## config.mk

```make
export PLATFORM = sky130hd
export DESIGN_NAME = ods_serializer
export DESIGN_NICKNAME = d
export VERILOG_FILES = /design/src/design/ods_pkg.sv /design/src/design/ods_serializer.sv
export VERILOG_INCLUDE_DIRS = /design/src /design/src/design
export SDC_FILE = /design/constraint.sdc
export NUM_CORES = 1
export LEC_CHECK = 0
export CAP_MARGIN = 15
export CORE_UTILIZATION = 40
export CTS_BUF_LIST = sky130_fd_sc_hd__clkbuf_4
export CTS_CLUSTER_SIZE = 28
export DETAILED_ROUTE_END_ITERATION = 7
export DONT_BUFFER_PORTS = 1
export PLACE_DENSITY = 0.51
export SLEW_MARGIN = 10
export SYNTH_ARGS = -nofsm -noshare
export SYNTH_HDL_FRONTEND = slang
export SYNTH_SLANG_ARGS = --single-unit
```

## constraint.sdc

```tcl
create_clock -name CLK_I -period 7.3 [get_ports CLK_I]
set_input_delay 0.365 -clock CLK_I [delete_from_list [all_inputs] [get_ports CLK_I]]
set_output_delay 0.365 -clock CLK_I [all_outputs]
set_load 0.01 [all_outputs]
```

## src/design/ods_consts.svh

```systemverilog
`ifndef ODS_CONSTS_SVH
`define ODS_CONSTS_SVH

// ==========================================================
// Timing
`define ODS_CLK_PERIOD_NS  4
`define ODS_DEBOUNCE1_NS   25000
`define ODS_DEBOUNCE2_NS   750000
`define ODS_DEBOUNCE3_NS   3000000
`define ODS_STABLE_TICKS   2'h3
`define ODS_FIFO_DEPTH     8

// ==========================================================
// Frame layout
`define ODS_CRC_POLY       5'h15
`define ODS_CRC_INIT       5'h00
`define ODS_FRAME_W        16
`define ODS_DATA_MSB       15
`define ODS_DATA_LSB       8
`define ODS_UV1_RESET      1'b1
`define ODS_MON_IDLE       3'h5
`define ODS_SEL_NONE       2'h0
`define ODS_SEL_SHORT      2'h1
`define ODS_SEL_MID        2'h2

`endif

```

## src/design/ods_pkg.sv

```systemverilog
package ods_pkg;

   typedef logic [7:0] ods_chan_t;
   typedef logic [1:0] ods_dbsel_t;

   typedef struct packed {
      logic              cs_s1;
      logic              cs_s2;
      logic              cs_d;
      logic              sck_s1;
      logic              sck_s2;
      logic              sck_d;
      logic              sin_s1;
      logic              sin_s2;
      logic              sin_bit;
      ods_chan_t         in_s1;
      ods_chan_t         in_s2;
      ods_chan_t         in_d;
      logic [2:0]        mon_s1;
      logic [2:0]        mon_s2;
      ods_dbsel_t        sel_s1;
      ods_dbsel_t        sel_s2;
      logic              len_s1;
      logic              len_s2;
      logic [19:0]       div;
      ods_chan_t         filt;
      logic [7:0][1:0]   cnt;
      ods_chan_t         latest;
      logic [15:0]       sr;
      logic              fault_n;
   } ods_state_t;

endpackage : ods_pkg

```

## src/design/ods_serializer.sv

```systemverilog
`timescale 1ns/1ns
// Contract
// - Debounce code selects none, 25us, 0.75ms, 3ms.
// - Accept level after three stable filter ticks.
// - Filter tick period is debounce time over three.
// - Short-lived changes never reach the shift register unless the debounce code is none.
// - Chip select fall captures filtered inputs.
// - Each serial clock advances output one bit.
// - Long mode is sixteen bits with status.
// - Status holds two supply flags, temperature, CRC.
// - Primary supply flag low while supply low.
// - Temperature flag high while too hot.
// - CRC polynomial x5 plus x4 plus x2 plus 1.
// - Length select high gives eight-bit register.
// - Serial input never alters device state.
// - Serial input bits follow own data out.
// - Primary undervoltage asserts fault output low.
// - Secondary monitor only clears its own flag.
// - Order: inputs eight to one, CRC, flags.
// - First bit appears when chip select falls.
// - Later bits change on serial clock fall.
// - Serial output released while chip select high.
`include "ods_consts.svh"

// ==========================================================
// Word FIFO
module ods_fifo
#(
   parameter int W     = 8,
   parameter int DEPTH = 8
)
(
   input  wire logic         CLK_I,
   input  wire logic         RESET_I,
   input  wire logic         in_valid_i,
   output logic              in_ready_o,
   input  wire logic [W-1:0] in_data_i,
   output logic              out_valid_o,
   input  wire logic         out_ready_i,
   output logic [W-1:0]      out_data_o
);
   localparam int AW = $clog2(DEPTH);

   typedef struct packed {
      logic [DEPTH-1:0][W-1:0] mem;
      logic [AW-1:0]           wp;
      logic [AW-1:0]           rp;
      logic [AW:0]             count;
   } ods_fifo_state_t;

   ods_fifo_state_t st_r;
   ods_fifo_state_t st_nxt;
   logic            push;
   logic            pop;

   assign in_ready_o  = (st_r.count != (AW+1)'(DEPTH));
   assign out_valid_o = (st_r.count != '0);
   assign out_data_o  = st_r.mem[st_r.rp];
   assign push        = in_valid_i && in_ready_o;
   assign pop         = out_valid_o && out_ready_i;

   always_comb
   begin
      st_nxt = st_r;
      if (push)
      begin
         st_nxt.mem[st_r.wp] = in_data_i;
         st_nxt.wp           = st_r.wp + 1'b1;
      end
      if (pop)
      begin
         st_nxt.rp = st_r.rp + 1'b1;
      end
      if (push && !pop)
      begin
         st_nxt.count = st_r.count + 1'b1;
      end
      else if (pop && !push)
      begin
         st_nxt.count = st_r.count - 1'b1;
      end
   end

   always_ff @(posedge CLK_I)
   begin
      if (RESET_I)
      begin
         st_r <= '0;
      end
      else
      begin
         st_r <= st_nxt;
      end
   end
endmodule : ods_fifo

// ==========================================================
// Input serializer
module ods_serializer
#(
   parameter int TICK1_CYC = `ODS_DEBOUNCE1_NS / (3 * `ODS_CLK_PERIOD_NS),
   parameter int TICK2_CYC = `ODS_DEBOUNCE2_NS / (3 * `ODS_CLK_PERIOD_NS),
   parameter int TICK3_CYC = `ODS_DEBOUNCE3_NS / (3 * `ODS_CLK_PERIOD_NS)
)
(
   input  wire logic             CLK_I,
   input  wire logic             RESET_I,
   input  wire ods_pkg::ods_chan_t FIELD_INPUTS_I,
   input  wire logic             DEBOUNCE_SEL_LO_I,
   input  wire logic             DEBOUNCE_SEL_HI_I,
   input  wire logic             LENGTH_SELECT_I,
   input  wire logic             PRIMARY_SUPPLY_OK_I,
   input  wire logic             SECONDARY_SUPPLY_OK_I,
   input  wire logic             OVERTEMP_I,
   input  wire logic             CS_N_I,
   input  wire logic             SCK_I,
   input  wire logic             SERIAL_IN_I,
   output logic                  SERIAL_OUT_O,
   output logic                  SERIAL_OUT_OE_O,
   output logic                  FAULT_N_O,
   output logic                  FIFO_IN_READY_O
);
   import ods_pkg::*;

   ods_state_t st_r;
   ods_state_t st_nxt;
   logic       fifo_in_valid;
   logic       fifo_in_ready;
   ods_chan_t  fifo_in_data;
   logic       fifo_out_valid;
   logic       fifo_out_ready;
   ods_chan_t  fifo_out_data;
   logic       tick;
   logic [19:0] tick_lim;

   // Five-bit CRC over the eight inputs and three flags, first bit first.
   function automatic logic [4:0] crc5(input logic [10:0] bits);
      logic [4:0] c;
      logic       fb;
      c = `ODS_CRC_INIT;
      for (int i = 10; i >= 0; i--)
      begin
         fb = c[4] ^ bits[i];
         c  = {c[3:0], 1'b0};
         if (fb)
         begin
            c = c ^ `ODS_CRC_POLY;
         end
      end
      return c;
   endfunction : crc5

   // Filter tick length in system cycles for a debounce code.
   function automatic logic [19:0] tick_len(input ods_dbsel_t sel);
      logic [19:0] n;
      unique case (sel)
         `ODS_SEL_NONE:  n = 20'h00001;
         `ODS_SEL_SHORT: n = 20'(TICK1_CYC);
         `ODS_SEL_MID:   n = 20'(TICK2_CYC);
         default:        n = 20'(TICK3_CYC);
      endcase
      return n;
   endfunction : tick_len

   // Edges of a synchronised pin, from its newest and previous samples.
   function automatic logic edge_up(input logic now_v, input logic prev_v);
      return now_v && !prev_v;
   endfunction : edge_up

   function automatic logic edge_down(input logic now_v, input logic prev_v);
      return !now_v && prev_v;
   endfunction : edge_down

   // ==========================================================
   // FIFO between the filter and the capture stage
   ods_fifo #(
      .W     (8),
      .DEPTH (`ODS_FIFO_DEPTH)
   ) u_fifo (
      .CLK_I       (CLK_I),
      .RESET_I     (RESET_I),
      .in_valid_i  (fifo_in_valid),
      .in_ready_o  (fifo_in_ready),
      .in_data_i   (fifo_in_data),
      .out_valid_o (fifo_out_valid),
      .out_ready_i (fifo_out_ready),
      .out_data_o  (fifo_out_data)
   );

   assign tick_lim       = tick_len(st_r.sel_s2);
   // Compare at-or-above, so that a shorter code chosen mid-count cannot
   // leave the divider running past its limit for a whole wrap of the counter.
   assign tick           = (st_r.div >= tick_lim - 20'h00001);
   // The capture copy is frozen during a frame, so the FIFO fills then.
   assign fifo_out_ready = st_r.cs_s2;

   always_comb
   begin
      logic [7:0] commit;
      logic       sck_rise;
      logic       sck_fall;
      logic       cs_fall;
      logic [10:0] crc_bits;
      commit   = '0;
      st_nxt   = st_r;
      sck_rise = 1'b0;
      sck_fall = 1'b0;
      cs_fall  = 1'b0;
      crc_bits = '0;

      st_nxt.cs_s1  = CS_N_I;
      st_nxt.cs_s2  = st_r.cs_s1;
      st_nxt.cs_d   = st_r.cs_s2;
      st_nxt.sck_s1 = SCK_I;
      st_nxt.sck_s2 = st_r.sck_s1;
      st_nxt.sck_d  = st_r.sck_s2;
      st_nxt.sin_s1 = SERIAL_IN_I;
      st_nxt.sin_s2 = st_r.sin_s1;
      st_nxt.in_s1  = FIELD_INPUTS_I;
      st_nxt.in_s2  = st_r.in_s1;
      st_nxt.in_d   = st_r.in_s2;
      st_nxt.mon_s1 = {PRIMARY_SUPPLY_OK_I, OVERTEMP_I, SECONDARY_SUPPLY_OK_I};
      st_nxt.mon_s2 = st_r.mon_s1;
      st_nxt.sel_s1 = {DEBOUNCE_SEL_HI_I, DEBOUNCE_SEL_LO_I};
      st_nxt.sel_s2 = st_r.sel_s1;
      st_nxt.len_s1 = LENGTH_SELECT_I;
      st_nxt.len_s2 = st_r.len_s1;

      // ==========================================================
      // Debounce filter
      st_nxt.div = tick ? '0 : st_r.div + 20'h00001;
      for (int i = 0; i < 8; i++)
      begin
         if (st_r.in_s2[i] != st_r.in_d[i])
         begin
            st_nxt.cnt[i] = 2'h0;
         end
         else if (st_r.sel_s2 == `ODS_SEL_NONE)
         begin
            commit[i] = (st_r.in_s2[i] != st_r.filt[i]);
         end
         else if (st_r.in_s2[i] == st_r.filt[i])
         begin
            st_nxt.cnt[i] = 2'h0;
         end
         else if (st_r.cnt[i] == `ODS_STABLE_TICKS)
         begin
            commit[i] = 1'b1;
         end
         else if (tick)
         begin
            st_nxt.cnt[i] = st_r.cnt[i] + 2'h1;
         end
      end
      fifo_in_data  = (st_r.filt & ~commit) | (st_r.in_s2 & commit);
      fifo_in_valid = (commit != '0);
      if (fifo_in_valid && fifo_in_ready)
      begin
         st_nxt.filt = fifo_in_data;
         for (int i = 0; i < 8; i++)
         begin
            if (commit[i])
            begin
               st_nxt.cnt[i] = 2'h0;
            end
         end
      end
      if (fifo_out_valid && fifo_out_ready)
      begin
         st_nxt.latest = fifo_out_data;
      end

      // ==========================================================
      // Supply fault
      st_nxt.fault_n = st_r.mon_s2[2];

      // ==========================================================
      // Serial shifter
      sck_rise = edge_up(st_r.sck_s2, st_r.sck_d);
      sck_fall = edge_down(st_r.sck_s2, st_r.sck_d);
      cs_fall  = edge_down(st_r.cs_s2, st_r.cs_d);
      if (sck_rise)
      begin
         st_nxt.sin_bit = st_r.sin_s2;
      end
      if (cs_fall)
      begin
         crc_bits        = {st_r.latest, st_r.mon_s2};
         st_nxt.sr[15:8] = st_r.latest;
         st_nxt.sr[7:3]  = crc5(crc_bits);
         st_nxt.sr[2:0]  = st_r.mon_s2;
      end
      else if (!st_r.cs_s2 && sck_fall)
      begin
         if (st_r.len_s2)
         begin
            st_nxt.sr[15:8] = {st_r.sr[14:8], st_r.sin_bit};
         end
         else
         begin
            st_nxt.sr = {st_r.sr[14:0], st_r.sin_bit};
         end
      end
   end

   // ==========================================================
   // State register
   // Synchronisers reset to the idle level of their pins, so that no false
   // select edge and no false supply fault follows the release of reset.
   always_ff @(posedge CLK_I)
   begin
      if (RESET_I)
      begin
         st_r         <= '0;
         st_r.cs_s1   <= 1'b1;
         st_r.cs_s2   <= 1'b1;
         st_r.cs_d    <= 1'b1;
         st_r.mon_s1  <= `ODS_MON_IDLE;
         st_r.mon_s2  <= `ODS_MON_IDLE;
         st_r.fault_n <= `ODS_UV1_RESET;
      end
      else
      begin
         st_r <= st_nxt;
      end
   end

   // ==========================================================
   // Outputs
   // The enable follows the delayed select, which turns over on the same edge
   // as the capture, so the pin never shows a stale bit of the last frame.
   assign SERIAL_OUT_O    = st_r.sr[`ODS_DATA_MSB];
   assign SERIAL_OUT_OE_O = !st_r.cs_d;
   assign FAULT_N_O       = st_r.fault_n;
   assign FIFO_IN_READY_O = fifo_in_ready;
endmodule : ods_serializer

```

# --- After elaboration in Yosys (flattened, before gate mapping) ---
# Cells that the tools add are included.
totals:
  reg_bits: 188
  input_bits: 19
  out_inout_bits: 4
  wordCells: 257
op_classes:
  add_sub_neg: 14
  magnitude_cmp: 4
  eq_ne: 36
  muxes: 114
  bitwise: 24
  reduce_logical: 22
ops:
  columns: ["op", "n"]
  rows:
  - ["2-to-1 mux 5 bit", 21]
  - ["2-to-1 mux 2 bit", 48]
  - ["bitwise mux 64 bit", 1]
  - ["one-hot mux 18 bit (3 select lines)", 1]
  - ["2-to-1 mux 16 bit", 3]
  - ["2-to-1 mux 1 bit", 33]
  - ["NOT 3 bit", 10]
  - ["binary-select mux 8 bit (select 3 bit)", 1]
  - ["demux 8 bit (select 3 bit)", 1]
  - ["2-to-1 mux 8 bit", 3]
  - ["adder 20 x 1 -> 20 bit, second input constant", 1]
  - [">= comparator 20 bit", 1]
  - ["subtractor 20 x 1 -> 20 bit, second input constant", 1]
  - ["== test 2 bit, second input constant", 9]
  - ["adder 2 x 1 -> 2 bit, second input constant", 8]
  - ["bitwise AND 8 bit", 2]
  - ["!= test 1 bit", 16]
  - ["bitwise XOR 1 bit", 10]
  - ["logical AND 1 bit", 9]
  - ["== test 1 bit", 8]
  - ["< comparator 3 x 4 -> 1 bit, second input constant", 2]
  - ["2-to-1 mux 4 bit", 2]
  - ["NOT 8 bit", 1]
  - ["bitwise OR 8 bit", 1]
  - ["14 further kinds", 21]

# --- Depth between registers and ports, before layout ---
# Gate-level depths: netlist of the first run.
logic_depth:
  ltp_word: 33
  ltp_mapped: 17
  depth_no_buf: 15

# --- By module ---
# Synthesis of the first run repeated with hierarchy kept, for this count alone.
unflattened:
  cells_unflattened: 921
  area_unflattened_um2: 8922.3
modules_own_cells:
  columns: ["module", "instances", "cells_per_inst", "area_each_um2", "seq_area_each_um2"]
  rows:
  - ["ods_serializer", 1, 608, 5512.8, 2282.2]
  - ["ods_fifo", 1, 313, 3409.5, 1481.4]

# --- Least setup slack after synthesis of the first run ---
# OpenSTA, ideal clock, no wires.
synth_path:
  path_kind: "register -> register"
  from: "register st_r[71] in the netlist's numbering"
  to: "register u_fifo.st_r[3] in the netlist's numbering"
  setup_time_ns: 0.071
  arrival_time_ns: 3.352
  t_required_ns: 7.229
  setup_slack_ns: 3.877
  path_stages_with_launch: 18
  n_path_buf: 2
  synth_period_minus_slack_ns: 3.423
  path_cell_list: "dfxtp_1 -> inv_1 -> ha_1 -> buf_6 -> nor2_2 -> a21oi_2 -> or4_4 -> o21ai_2 -> inv_2 -> buf_4 -> ha_1 -> inv_1 -> ha_1 -> a21o_1 -> a21oi_1 -> xnor2_1 -> or3_1 -> a21oi_1"
synth_between:
  elab_chain_cells: 8
  elab_cells_between_ends: 24
  cone_classes: "17 x mux; 7 x reduce/logical"
synth_lines:
  columns: ["element", "line", "source"]
  rows:
  - ["start: declaration", "ods_serializer.sv:125", "ods_state_t st_r;"]
  - ["start signal: assignment", "ods_serializer.sv:324", "st_r <= st_nxt;"]
  - ["logical NOT 2 bit (*)", null, null]
  - ["2-to-1 mux 1 bit", "ods_serializer.sv:238", "else if (st_r.sel_s2 == `ODS_SEL_NONE)"]
  - ["2-to-1 mux 1 bit", "ods_serializer.sv:234", "if (st_r.in_s2[i] != st_r.in_d[i])"]
  - ["nonzero test 8 bit (*)", "ods_serializer.sv:256", "fifo_in_valid = (commit != '0);"]
  - ["logical AND 1 bit (*)", "ods_serializer.sv:59", "assign push = in_valid_i && in_ready_o;"]
  - ["via u_fifo.push", "ods_serializer.sv:53", "logic push;"]
  - ["logical NOT 1 bit", "ods_serializer.sv:78", "else if (pop && !push)"]
  - ["logical AND 1 bit", "ods_serializer.sv:78", null]
  - ["nonzero test 2 bit (no line)", null, null]
  - ["end signal: assignment", "ods_serializer.sv:92", "st_r <= st_nxt;"]
  - ["end: declaration", "ods_serializer.sv:51", "ods_fifo_state_t st_r;"]
# Mark *: on every way through the listed nets, which the timed path passes. The rest lies on a longest branch.
# A chain may end at the register's enable or synchronous reset.

# --- Worst setup path after layout of the first run ---
layout_path:
  from: "register st_r[71] in the netlist's numbering"
  to: "register u_fifo.st_r[3] in the netlist's numbering"
layout_between:
  elab_chain_cells: 8
  elab_cells_between_ends: 24
  cone_classes: "17 x mux; 7 x reduce/logical"
layout_lines:
  columns: ["element", "line"]
  rows:
  - ["logical NOT 2 bit (*)", null]
  - ["2-to-1 mux 1 bit", "ods_serializer.sv:238"]
  - ["2-to-1 mux 1 bit", "ods_serializer.sv:234"]
  - ["nonzero test 8 bit (*)", "ods_serializer.sv:256"]
  - ["logical AND 1 bit (*)", "ods_serializer.sv:59"]
  - ["logical NOT 1 bit", "ods_serializer.sv:78"]
  - ["logical AND 1 bit", "ods_serializer.sv:78"]
  - ["nonzero test 2 bit (no line)", null]
# Mark *: on every way between the ends. The rest lies on a longest branch, timed or not.

==> results of run 1 <==
metrics by stage:
stage                     area [sq um]  power (mW)  hold WS [ns]  util [%]  cells
after CTS                         9650        2.29        0.0245      43.7   1252
after floorplan                   9120        1.62         0.389         -    985
after global routing              9660        2.41        0.0214      43.7   1254
after global placement            9180        1.70         0.405      41.6   1203
final                             9660        2.26        0.0696      43.7   1254
after detailed placement          9190        1.70         0.398      41.6   1204
sequential cells by signal, summed over array words and instances (netlist names):
| name | count |
|---|---|
| SERIAL_OUT_O | 1 |
| FAULT_N_O | 1 |
| st_nxt | 27 |
| u_fifo.st_r | 74 |
| st_r | 84 |
| fifo_out_ready | 1 |
layout make-up:
type | instances | area, sq um
multi-input combinational | 699 | 4900
sequential | 188 | 3760
antenna | 1 | 2.50
tap | 280 | 350
fill | 2157 | 12400
timing repair buffer | 28 | 277
clock buffer | 19 | 143
clock inverter | 11 | 121
inverter | 28 | 105
per-layer routing:
metal / GRT usage (%) / part of all wire (%) / vias up / wire [um]
met5: 0 / 0 / - / 0
met4: 3.51 / 0.49 / 0 / 99
met3: 4.11 / 3.6 / 6 / 730
met2: 28.1 / 45 / 81 / 9160
met1: 24.6 / 51 / 3239 / 10200
li1: - / - / 3459 / -
worst max-delay path, stage by stage (launching register included):
cell and delay (ns):
dfxtp_1 0.41, inv_1 0.11, ha_1 0.21, buf_4 0.23, nor2_1 0.26, a21oi_1 0.13
or4_4 0.57, o21ai_2 0.20, inv_2 0.22, ha_1 0.27, inv_1 0.11, ha_1 0.24
a21o_1 0.17, a21oi_1 0.17, xnor2_1 0.09, or3_1 0.30, a21oi_1 0.14
cell usage after synthesis (19+ instances only):
cell / n
clkbuf_1: 36
mux2i_1: 29
dfxtp_1: 188
inv_1: 27
nor2_1: 85
a21oi_1: 92
nand3_1: 70
or2_2: 19
xor2_1: 29
nor2b_1: 36
xnor2_1: 32
o21ai_0: 74
ha_1: 36
worst min path at each step:
stage,start,to,slack (ns),cells past startpoint
floorplan,st_nxt[112],fifo_out_ready,0.39,1
finish,RESET_I,st_r[40],0.07,2
detailed placement,st_nxt[112],fifo_out_ready,0.40,1
CTS,RESET_I,st_r[40],0.02,2
global placement,st_nxt[77],st_nxt[0],0.41,1
global route,RESET_I,st_r[40],0.02,2
logic make-up (layout without fill, tap and decap cells):
kind of cell	count (synthesis)	count (layout)	share of synthesized area, %
xor gates and xnor gates	62	62	6.11
buffers and inverters	98	86	5.12
muxes	47	47	7.38
DFF	188	188	41.3
other	2	3	0.0824
adders and majority gates	37	37	5.16
and+or+nand+nor	298	298	17.5
AOI/OAI and AO/OA	253	253	17.4
power groups by stage:
stage               Sequential (mW)  Clock, mW  Combinational [mW]
detailed placement             1.19          0               0.511
finish                         1.16      0.565               0.526
CTS                            1.17      0.589               0.536
floorplan                      1.15          0               0.472
global placement               1.19          0               0.508
global route                   1.18      0.638               0.595
==> impl_table.tex, run 1 <==
\begin{tabular}{lr}
\hline
Metric & Value \\
\hline
\multicolumn{2}{l}{\textbf{Run status}} \\
\quad Run status & finished clean \\
\multicolumn{2}{l}{\textbf{Floorplanning}} \\
\quad I/O pin count & 23 \\
\quad Die Y & 153 um \\
\quad Placement Rows & 54 \\
\quad Die width & 153 um \\
\quad CORE AREA & 22,100 sq um \\
\quad Die Outline Area & 23,400 sq um \\
\quad Effective utilization at floorplan & 41.3\% \\
\multicolumn{2}{l}{\textbf{Yosys}} \\
\quad Primary FF master, synth & dfxtp\_1 \\
\quad Synthesized cell area & 9120 sq um \\
\quad Net count of the mapped netlist & 1,041 \\
\quad Number of warning messages in the yosys log & 0 \\
\quad Synth top area share & 41.3\% \\
\quad Library cells used by synthesis & 70 \\
\quad Cell accounting for the most synthesized area & dfxtp\_1 \\
\quad Synth Register Bits & 188 \\
\quad Sequential area share after synthesis & 41.3\% \\
\quad EDFF count, synth & 0 \\
\quad Post-Syn Area per Cell & 9.26 sq um \\
\quad Gate Count Post-Synth & 985 \\
\quad Most area-consuming cells after synthesis & dfxtp\_1, a21oi\_1, ha\_1 \\
\quad Post-synthesis async set-or-reset flop share & 0\% \\
\multicolumn{2}{l}{\textbf{Detailed routing}} \\
\quad Via/cell ratio & 5.41 \\
\quad Post-detailed-routing wire length & 20,200 um \\
\quad Total iterations of the first detailed-routing run & 4 \\
\quad Drt wl/cell & 16.1 um \\
\quad Initial DRC Count & 353 \\
\quad Remaining design rule violation count & 0 \\
\quad Vias after detailed routing & 6,785 \\
\quad Antenna Violating Nets Remaining & 0 \\
\multicolumn{2}{l}{\textbf{Clock tree}} \\
\quad Latest clock arrival within the worst-skew pair & 0.57 ns \\
\quad Inserted Clock Buffers & 17 \\
\quad Post-cts hold buffer count & 18 \\
\quad Number of gates given a new drive strength after cts & 0 \\
\quad Max clock buf depth & 2 \\
\quad Clock tree from TritonCTS & done \\
\quad Count of H-tree levels built during CTS & 4 \\
\quad Root buf cell & clkbuf\_4 \\
\quad Post-CTS setup buffers & 0 \\
\quad Clock transition at the registers of the reported paths & 0.13 ns \\
\quad Clock sinks & 188 \\
\multicolumn{2}{l}{\textbf{GRT}} \\
\quad Grt ovf & 0 \\
\quad Number of global-route vias before repair & 6,449 \\
\quad Pin count of the biggest net entering global routing & 160 \\
\quad Global-route wire length before repair & 33,700 um \\
\quad Number of antenna violations at the first check in global routing & 1 \\
\quad Combined global-route utilization of all metal layers & 17.7\% \\
\multicolumn{2}{l}{\textbf{Timing}} \\
\quad Hold Fails Final Rpt & 0 \\
\quad Clock Skews & 0.0253 ns \\
\quad Relative slew margins & 29.8\% \\
\quad Worst-case setup margin in the final layout & 3.39 ns \\
\quad Setup violation total in the final timing report & 0 \\
\quad RSZ-0062 raised after global routing & false \\
\quad Highest clock frequency the design can meet & 256 MHz \\
\quad Fraction of the cycle the final worst path needs & 53.5\% \\
\quad Post-layout min period & 3.91 ns \\
\quad Transition time of the tightest slew-check pin & 1.05 ns \\
\quad Slew Limit Fails & 0 \\
\quad Final TNS setup & 0 ns \\
\multicolumn{2}{l}{\textbf{Pwr}} \\
\quad Fraction of power consumed by the clock network & 25.1\% \\
\quad Switching power total & 708 uW \\
\quad Cell internal power dissipation & 1.55 mW \\
\quad Total power density per cell area & 233 nW/um\^{}2 \\
\quad Register share of total power & 51.6\% \\
\quad Combinational group share of total power & 23.3\% \\
\quad Standby leakage power & 3.31 nW \\
\quad IR Drop Worst-Case VDD & 0.155 mV \\
\quad Switching share of power & 31.4\% \\
\multicolumn{2}{l}{\textbf{Worst setup path}} \\
\quad Crit path kind & reg -> reg \\
\quad Critical Path Start & st\_r[71] \\
\quad Category of the worst setup path launch point & flop \\
\quad Reg2reg end & u\_fifo.st\_r[3] \\
\quad Reg-to-reg setup timing slack & 3.39 ns \\
\quad Endpoint type of the worst setup path & flop \\
\quad Number of cells on the worst reg-to-reg path & 16 \\
\quad Arrival time of the worst setup path & 4.40 ns \\
\quad Largest fanout of any net on the critical path & 29 \\
\quad Worst path required time & 7.79 ns \\
\quad Worst flop-to-flop path startpoint & st\_r[71] \\
\quad Crit path to & u\_fifo.st\_r[3] \\
\multicolumn{2}{l}{\textbf{Hold path}} \\
\quad Type of the tightest min-delay check & in -> reg \\
\multicolumn{2}{l}{\textbf{Placed design}} \\
\quad Worst setup slack after placement & 3.41 ns \\
\quad Port Buffer Count & 0 \\
\quad Placed wire-length estimate after detailed placement & 12,400 um \\
\quad Final GP Congestion & 0.745 \\
\multicolumn{2}{l}{\textbf{Final layout}} \\
\quad Relative area change from synthesis to final layout & 6.00\% \\
\quad Leading cell type in the layout, fill and taps excluded & dfxtp\_1 \\
\quad Nets & 1,018 \\
\quad Fraction of layout instances using a drive strength above 1 & 11.3\% \\
\quad Most used cells in the layout excluding fill and tap cells & dfxtp\_1, a21oi\_1, nor2\_1, o21ai\_0, nand3\_1 \\
\multicolumn{2}{l}{\textbf{Job}} \\
\quad Number of maximum-capacitance constraint violations & 0 \\
\hline
\end{tabular}
Power figures use the tool's default switching activity.
==> inputs of run 2 (changes only) <==
--- a/config.mk
+++ b/config.mk
@@ -6,13 +6,14 @@
 export SDC_FILE = /design/constraint.sdc
 export NUM_CORES = 1
 export LEC_CHECK = 0
+export ABC_AREA = 1
 export CAP_MARGIN = 15
 export CORE_UTILIZATION = 40
 export CTS_BUF_LIST = sky130_fd_sc_hd__clkbuf_4
 export CTS_CLUSTER_SIZE = 28
 export DETAILED_ROUTE_END_ITERATION = 7
 export DONT_BUFFER_PORTS = 1
-export PLACE_DENSITY = 0.51
+export PLACE_DENSITY = 0.53
 export SLEW_MARGIN = 10
 export SYNTH_ARGS = -nofsm -noshare
 export SYNTH_HDL_FRONTEND = slang
==> constraint.sdc (replaced) <==
create_clock -name CLK_I -period 3.4 [get_ports CLK_I]
set_input_delay 0.17 -clock CLK_I [delete_from_list [all_inputs] [get_ports CLK_I]]
set_output_delay 0.17 -clock CLK_I [all_outputs]
set_load 0.01 [all_outputs]
==> run 2 against run 1 <==
- utilization up 1.7 points
- clock-buffer cell count fell by 2
- sequential share of layout area shrank 0.17 points
- global-route usage grew 0.51 points
- final cell count is 17% higher
- cell area rose by 0.43%
- first-iteration DRC count down 3.4%
- synthesized cell count up 18%
- register-to-register slack lost 3.1 ns
- sequential power rose by 140%
- flip-flop and latch count unchanged
- critical path type unchanged
- critical endpoint unchanged
==> impl_table.tex, run 2 <==
\begin{tabular}{lr}
\hline
Metric & Value \\
\hline
\multicolumn{2}{l}{\textbf{Pwr}} \\
\quad IR Drop Worst-Case VDD & 0.584 mV (+280\%) \\
\quad Switching power total & 3.47 mW (+390\%) \\
\quad Standby leakage power & 3.96 nW (+20\%) \\
\quad Total power density per cell area & 808 nW/um\^{}2 (+250\%) \\
\quad Fraction of power consumed by the clock network & 16.5\% (-8.6 points) \\
\quad Combinational group share of total power & 47.8\% (+24 points) \\
\quad Cell internal power dissipation & 4.37 mW (+180\%) \\
\quad Register share of total power & 35.7\% (-16 points) \\
\quad Overall power after layout & 7.84 mW (+250\%) \\
\quad Switching share of power & 44.2\% (+13 points) \\
\multicolumn{2}{l}{\textbf{Timing}} \\
\quad Hold Fails Final Rpt & 0 (unchanged) \\
\quad Post-layout min period & 3.09 ns (-0.821 ns) \\
\quad Worst-case setup margin in the final layout & 0.313 ns (-3.08 ns) \\
\quad Highest clock frequency the design can meet & 324 MHz (+27\%) \\
\quad Setup violation total in the final timing report & 0 (unchanged) \\
\quad Clock Skews & 0.0237 ns (-0.00159 ns) \\
\quad Fraction of the cycle the final worst path needs & 90.8\% (+37 points) \\
\quad Slew Limit Fails & 0 (unchanged) \\
\quad Transition time of the tightest slew-check pin & 0.920 ns (-0.132 ns) \\
\quad Relative slew margins & 38.6\% (+8.8 points) \\
\multicolumn{2}{l}{\textbf{Yosys}} \\
\quad Post-Syn Area per Cell & 7.57 sq um (-18\%) \\
\quad Number of warning messages in the yosys log & 0 (unchanged) \\
\quad Primary FF master, synth & dfxtp\_1 \\
\quad Cell accounting for the most synthesized area & dfxtp\_1 \\
\quad EDFF count, synth & 0 (unchanged) \\
\quad Post-synthesis async set-or-reset flop share & 0\% (unchanged) \\
\quad Library cell with the highest instance count after synthesis & dfxtp\_1 \\
\quad Most common library cells after synthesis & dfxtp\_1, inv\_1, a21oi\_1, o21ai\_0, nor2\_1 \\
\quad Library cells used by synthesis & 52 (-26\%) \\
\quad Sequential area share after synthesis & 42.6\% (+1.3 points) \\
\quad Most area-consuming cells after synthesis & dfxtp\_1, inv\_1, a21oi\_1 \\
\quad Synth Register Bits & 188 (unchanged) \\
\quad Synthesized cell area & 8830 sq um (-3.1\%) \\
\quad Net count of the mapped netlist & 1,223 (+17\%) \\
\quad Gate Count Post-Synth & 1,167 (+18\%) \\
\quad Synth top area share & 42.6\% (+1.3 points) \\
\multicolumn{2}{l}{\textbf{Final layout}} \\
\quad Number of filler cells placed in the layout & 2,270 (+5.2\%) \\
\quad Register name with the most flops & st\_r \\
\quad Fraction of layout instances using a drive strength above 1 & 7.80\% (-3.5 points) \\
\quad Largest register FFs & 84 (unchanged) \\
\quad Most used cells in the layout excluding fill and tap cells & dfxtp\_1, inv\_1, a21oi\_1, o21ai\_0, nor2\_1 \\
\quad Nets & 1,235 (+21\%) \\
\quad Leading cell type in the layout, fill and taps excluded & dfxtp\_1 \\
\quad Relative area change from synthesis to final layout & 9.90\% \\
\multicolumn{2}{l}{\textbf{Floorplanning}} \\
\quad CORE AREA & 21,400 sq um (-3.4\%) \\
\quad Die Y & 151 um (-1.6\%) \\
\quad Die width & 151 um (-1.6\%) \\
\quad Placement Rows & 53 (-1.9\%) \\
\quad Effective utilization at floorplan & 41.4\% (+0.090 points) \\
\quad Die Outline Area & 22,700 sq um (-3.1\%) \\
\quad I/O pin count & 23 (unchanged) \\
\multicolumn{2}{l}{\textbf{Clock tree}} \\
\quad Latest clock arrival within the worst-skew pair & 0.58 ns (about the same) \\
\quad Root buf cell & clkbuf\_4 \\
\quad Count of H-tree levels built during CTS & 4 (unchanged) \\
\quad Max clock buf depth & 2 (unchanged) \\
\quad Inserted Clock Buffers & 17 (unchanged) \\
\quad Clock tree from TritonCTS & done \\
\quad Clock sinks & 188 (unchanged) \\
\quad Clock transition at the registers of the reported paths & 0.15 ns (+0.02 ns) \\
\multicolumn{2}{l}{\textbf{GRT}} \\
\quad Grt ovf & 0 (unchanged) \\
\quad Global-route wire length before repair & 32,700 um (-2.9\%) \\
\quad Combined global-route utilization of all metal layers & 18.2\% (+0.51 points) \\
\quad Number of antenna violations at the first check in global routing & 1 (unchanged) \\
\quad Number of global-route vias before repair & 6,678 (+3.6\%) \\
\quad Pin count of the biggest net entering global routing & 71 (-56\%) \\
\multicolumn{2}{l}{\textbf{Worst setup path}} \\
\quad Endpoint type of the worst setup path & flop \\
\quad Largest fanout of any net on the critical path & 19 (-34\%) \\
\quad Critical Path Start & st\_r[71] \\
\quad Arrival time of the worst setup path & 3.56 ns (-0.84 ns) \\
\quad Worst flop-to-flop path startpoint & st\_r[71] \\
\quad Category of the worst setup path launch point & flop \\
\quad Worst path required time & 3.87 ns (-3.92 ns) \\
\quad Crit path kind & reg -> reg \\
\multicolumn{2}{l}{\textbf{Detailed routing}} \\
\quad Remaining design rule violation count & 0 (unchanged) \\
\quad Total iterations of the first detailed-routing run & 5 (+1) \\
\quad Antenna Violating Nets Remaining & 0 (unchanged) \\
\quad Initial DRC Count & 341 (-3.4\%) \\
\quad Via/cell ratio & 4.88 (-9.8\%) \\
\quad Vias after detailed routing & 7,161 (+5.5\%) \\
\quad Drt wl/cell & 13.2 um (-18\%) \\
\quad Post-detailed-routing wire length & 19,500 um (-3.8\%) \\
\multicolumn{2}{l}{\textbf{Run status}} \\
\quad Run status & finished clean \\
\multicolumn{2}{l}{\textbf{Placed design}} \\
\quad Placed wire-length estimate after detailed placement & 13,200 um (+6.5\%) \\
\quad Port Buffer Count & 0 (unchanged) \\
\quad Worst setup slack after placement & 0.176 ns (-3.23 ns) \\
\quad Final GP Congestion & 0.780 (+4.7\%) \\
\multicolumn{2}{l}{\textbf{Hold path}} \\
\quad Type of the tightest min-delay check & in -> reg \\
\quad Hold Startpoint & RESET\_I \\
\multicolumn{2}{l}{\textbf{Job}} \\
\quad Number of maximum-capacitance constraint violations & 0 (unchanged) \\
\hline
\end{tabular}
-- run 2: cell count changes in the layout (fill, tap and decap cells not counted), moves of 29 or more --
| cell | change |
|---|---|
| inv_1 | +147 |
| nand2_1 | +96 |
| o21ai_0 | +51 |
| a21oi_1 | +38 |
| nor2b_1 | -36 |
| nor2_1 | +35 |
| mux2i_1 | -29 |
-- run 2: path summary, 6_finish.rpt --
path	slack, ns	endpoint	cells past startpoint
max reg2reg	0.31	u_fifo.st_r[3]	19
min	0.10	st_r[6]	3
min reg2reg	0.41	st_nxt[87]	2
max	0.31	u_fifo.st_r[3]	19
-- run 2: final cells by class --
class	count	area [sq um]	share of cell area (%)
Antenna cell	1	2.50	0.0258
Clock buffer	17	128	1.31
Clock inverter	15	173	1.78
Inverter	181	679	7.00
Multi-Input combinational cell	747	4210	43.3
Sequential cell	188	3760	38.8
Tap cell	275	344	3.55
Timing Repair Buffer	44	409	4.22
-- run 2: power groups by stage --
stage / sequential (mW) / combinational [mW] / clock (mW)
after CTS: 2.80 / 3.72 / 1.34
after global placement: 2.84 / 3.66 / 0
after detailed placement: 2.85 / 3.68 / 0
after global routing: 2.85 / 4.30 / 1.44
final: 2.80 / 3.75 / 1.29
after floorplan: 2.78 / 2.97 / 0
-- run 2: logic make-up (layout without fill, tap and decap cells) --
group | after synthesis | count (layout) | share of synthesized area (%)
flip-flops | 188 | 188 | 42.6
buffers and inverters | 232 | 257 | 10.2
AND/OR/NAND/NOR | 361 | 361 | 18.8
other | 2 | 3 | 0.0850
XOR/XNOR | 37 | 37 | 3.98
adder cells (fa/ha/maj) | 37 | 37 | 5.33
AO/OA/AOI/OAI | 310 | 310 | 18.9
-- run 2: repair_timing --
item / 4_1_cts / 5_1_grt
hold buffers: 23 / 0
resized for setup: 0 / 12
hold endpoints to repair: 73 / 0
endpoints found under the setup margin: 0 / 20
setup buffers: 0 / 3
-- run 2: critical path, cell delays in order (launching register included) --
cell,delay [ns]
dfxtp_1,0.35
inv_1,0.08
ha_2,0.22
buf_6,0.16
nor2_2,0.17
nor3_2,0.09
nor4b_2,0.30
nand2_1,0.08
nand2_1,0.10
inv_2,0.05
ha_1,0.20
inv_1,0.11
ha_1,0.28
and3_1,0.21
a211oi_2,0.17
nor2_1,0.06
nor2_1,0.09
nand2_1,0.06
o21ai_0,0.13
a21oi_1,0.05
-- run 2: layer usage --
layer / track usage (%) / wire (um) / vias to the layer above
li1: - / - / 3852
met5: 0 / 0 / -
met4: 4.20 / 138 / 0
met1: 24.4 / 9920 / 3234
met3: 3.88 / 547 / 7
met2: 30.0 / 8850 / 68
-- run 2: through the flow --
step,instance area [sq um],util [%],cells,hold slack [ns],setup TNS [ns]
finish,9710,45.5,1468,0.104,0
global route,9710,45.5,1468,0.0889,-0.0523
CTS,9640,45.1,1464,0.0779,0
detailed placement,9090,42.6,1409,0.247,0
global placement,9090,42.6,1409,0.244,0
floorplan,8830,-,1167,0.274,0
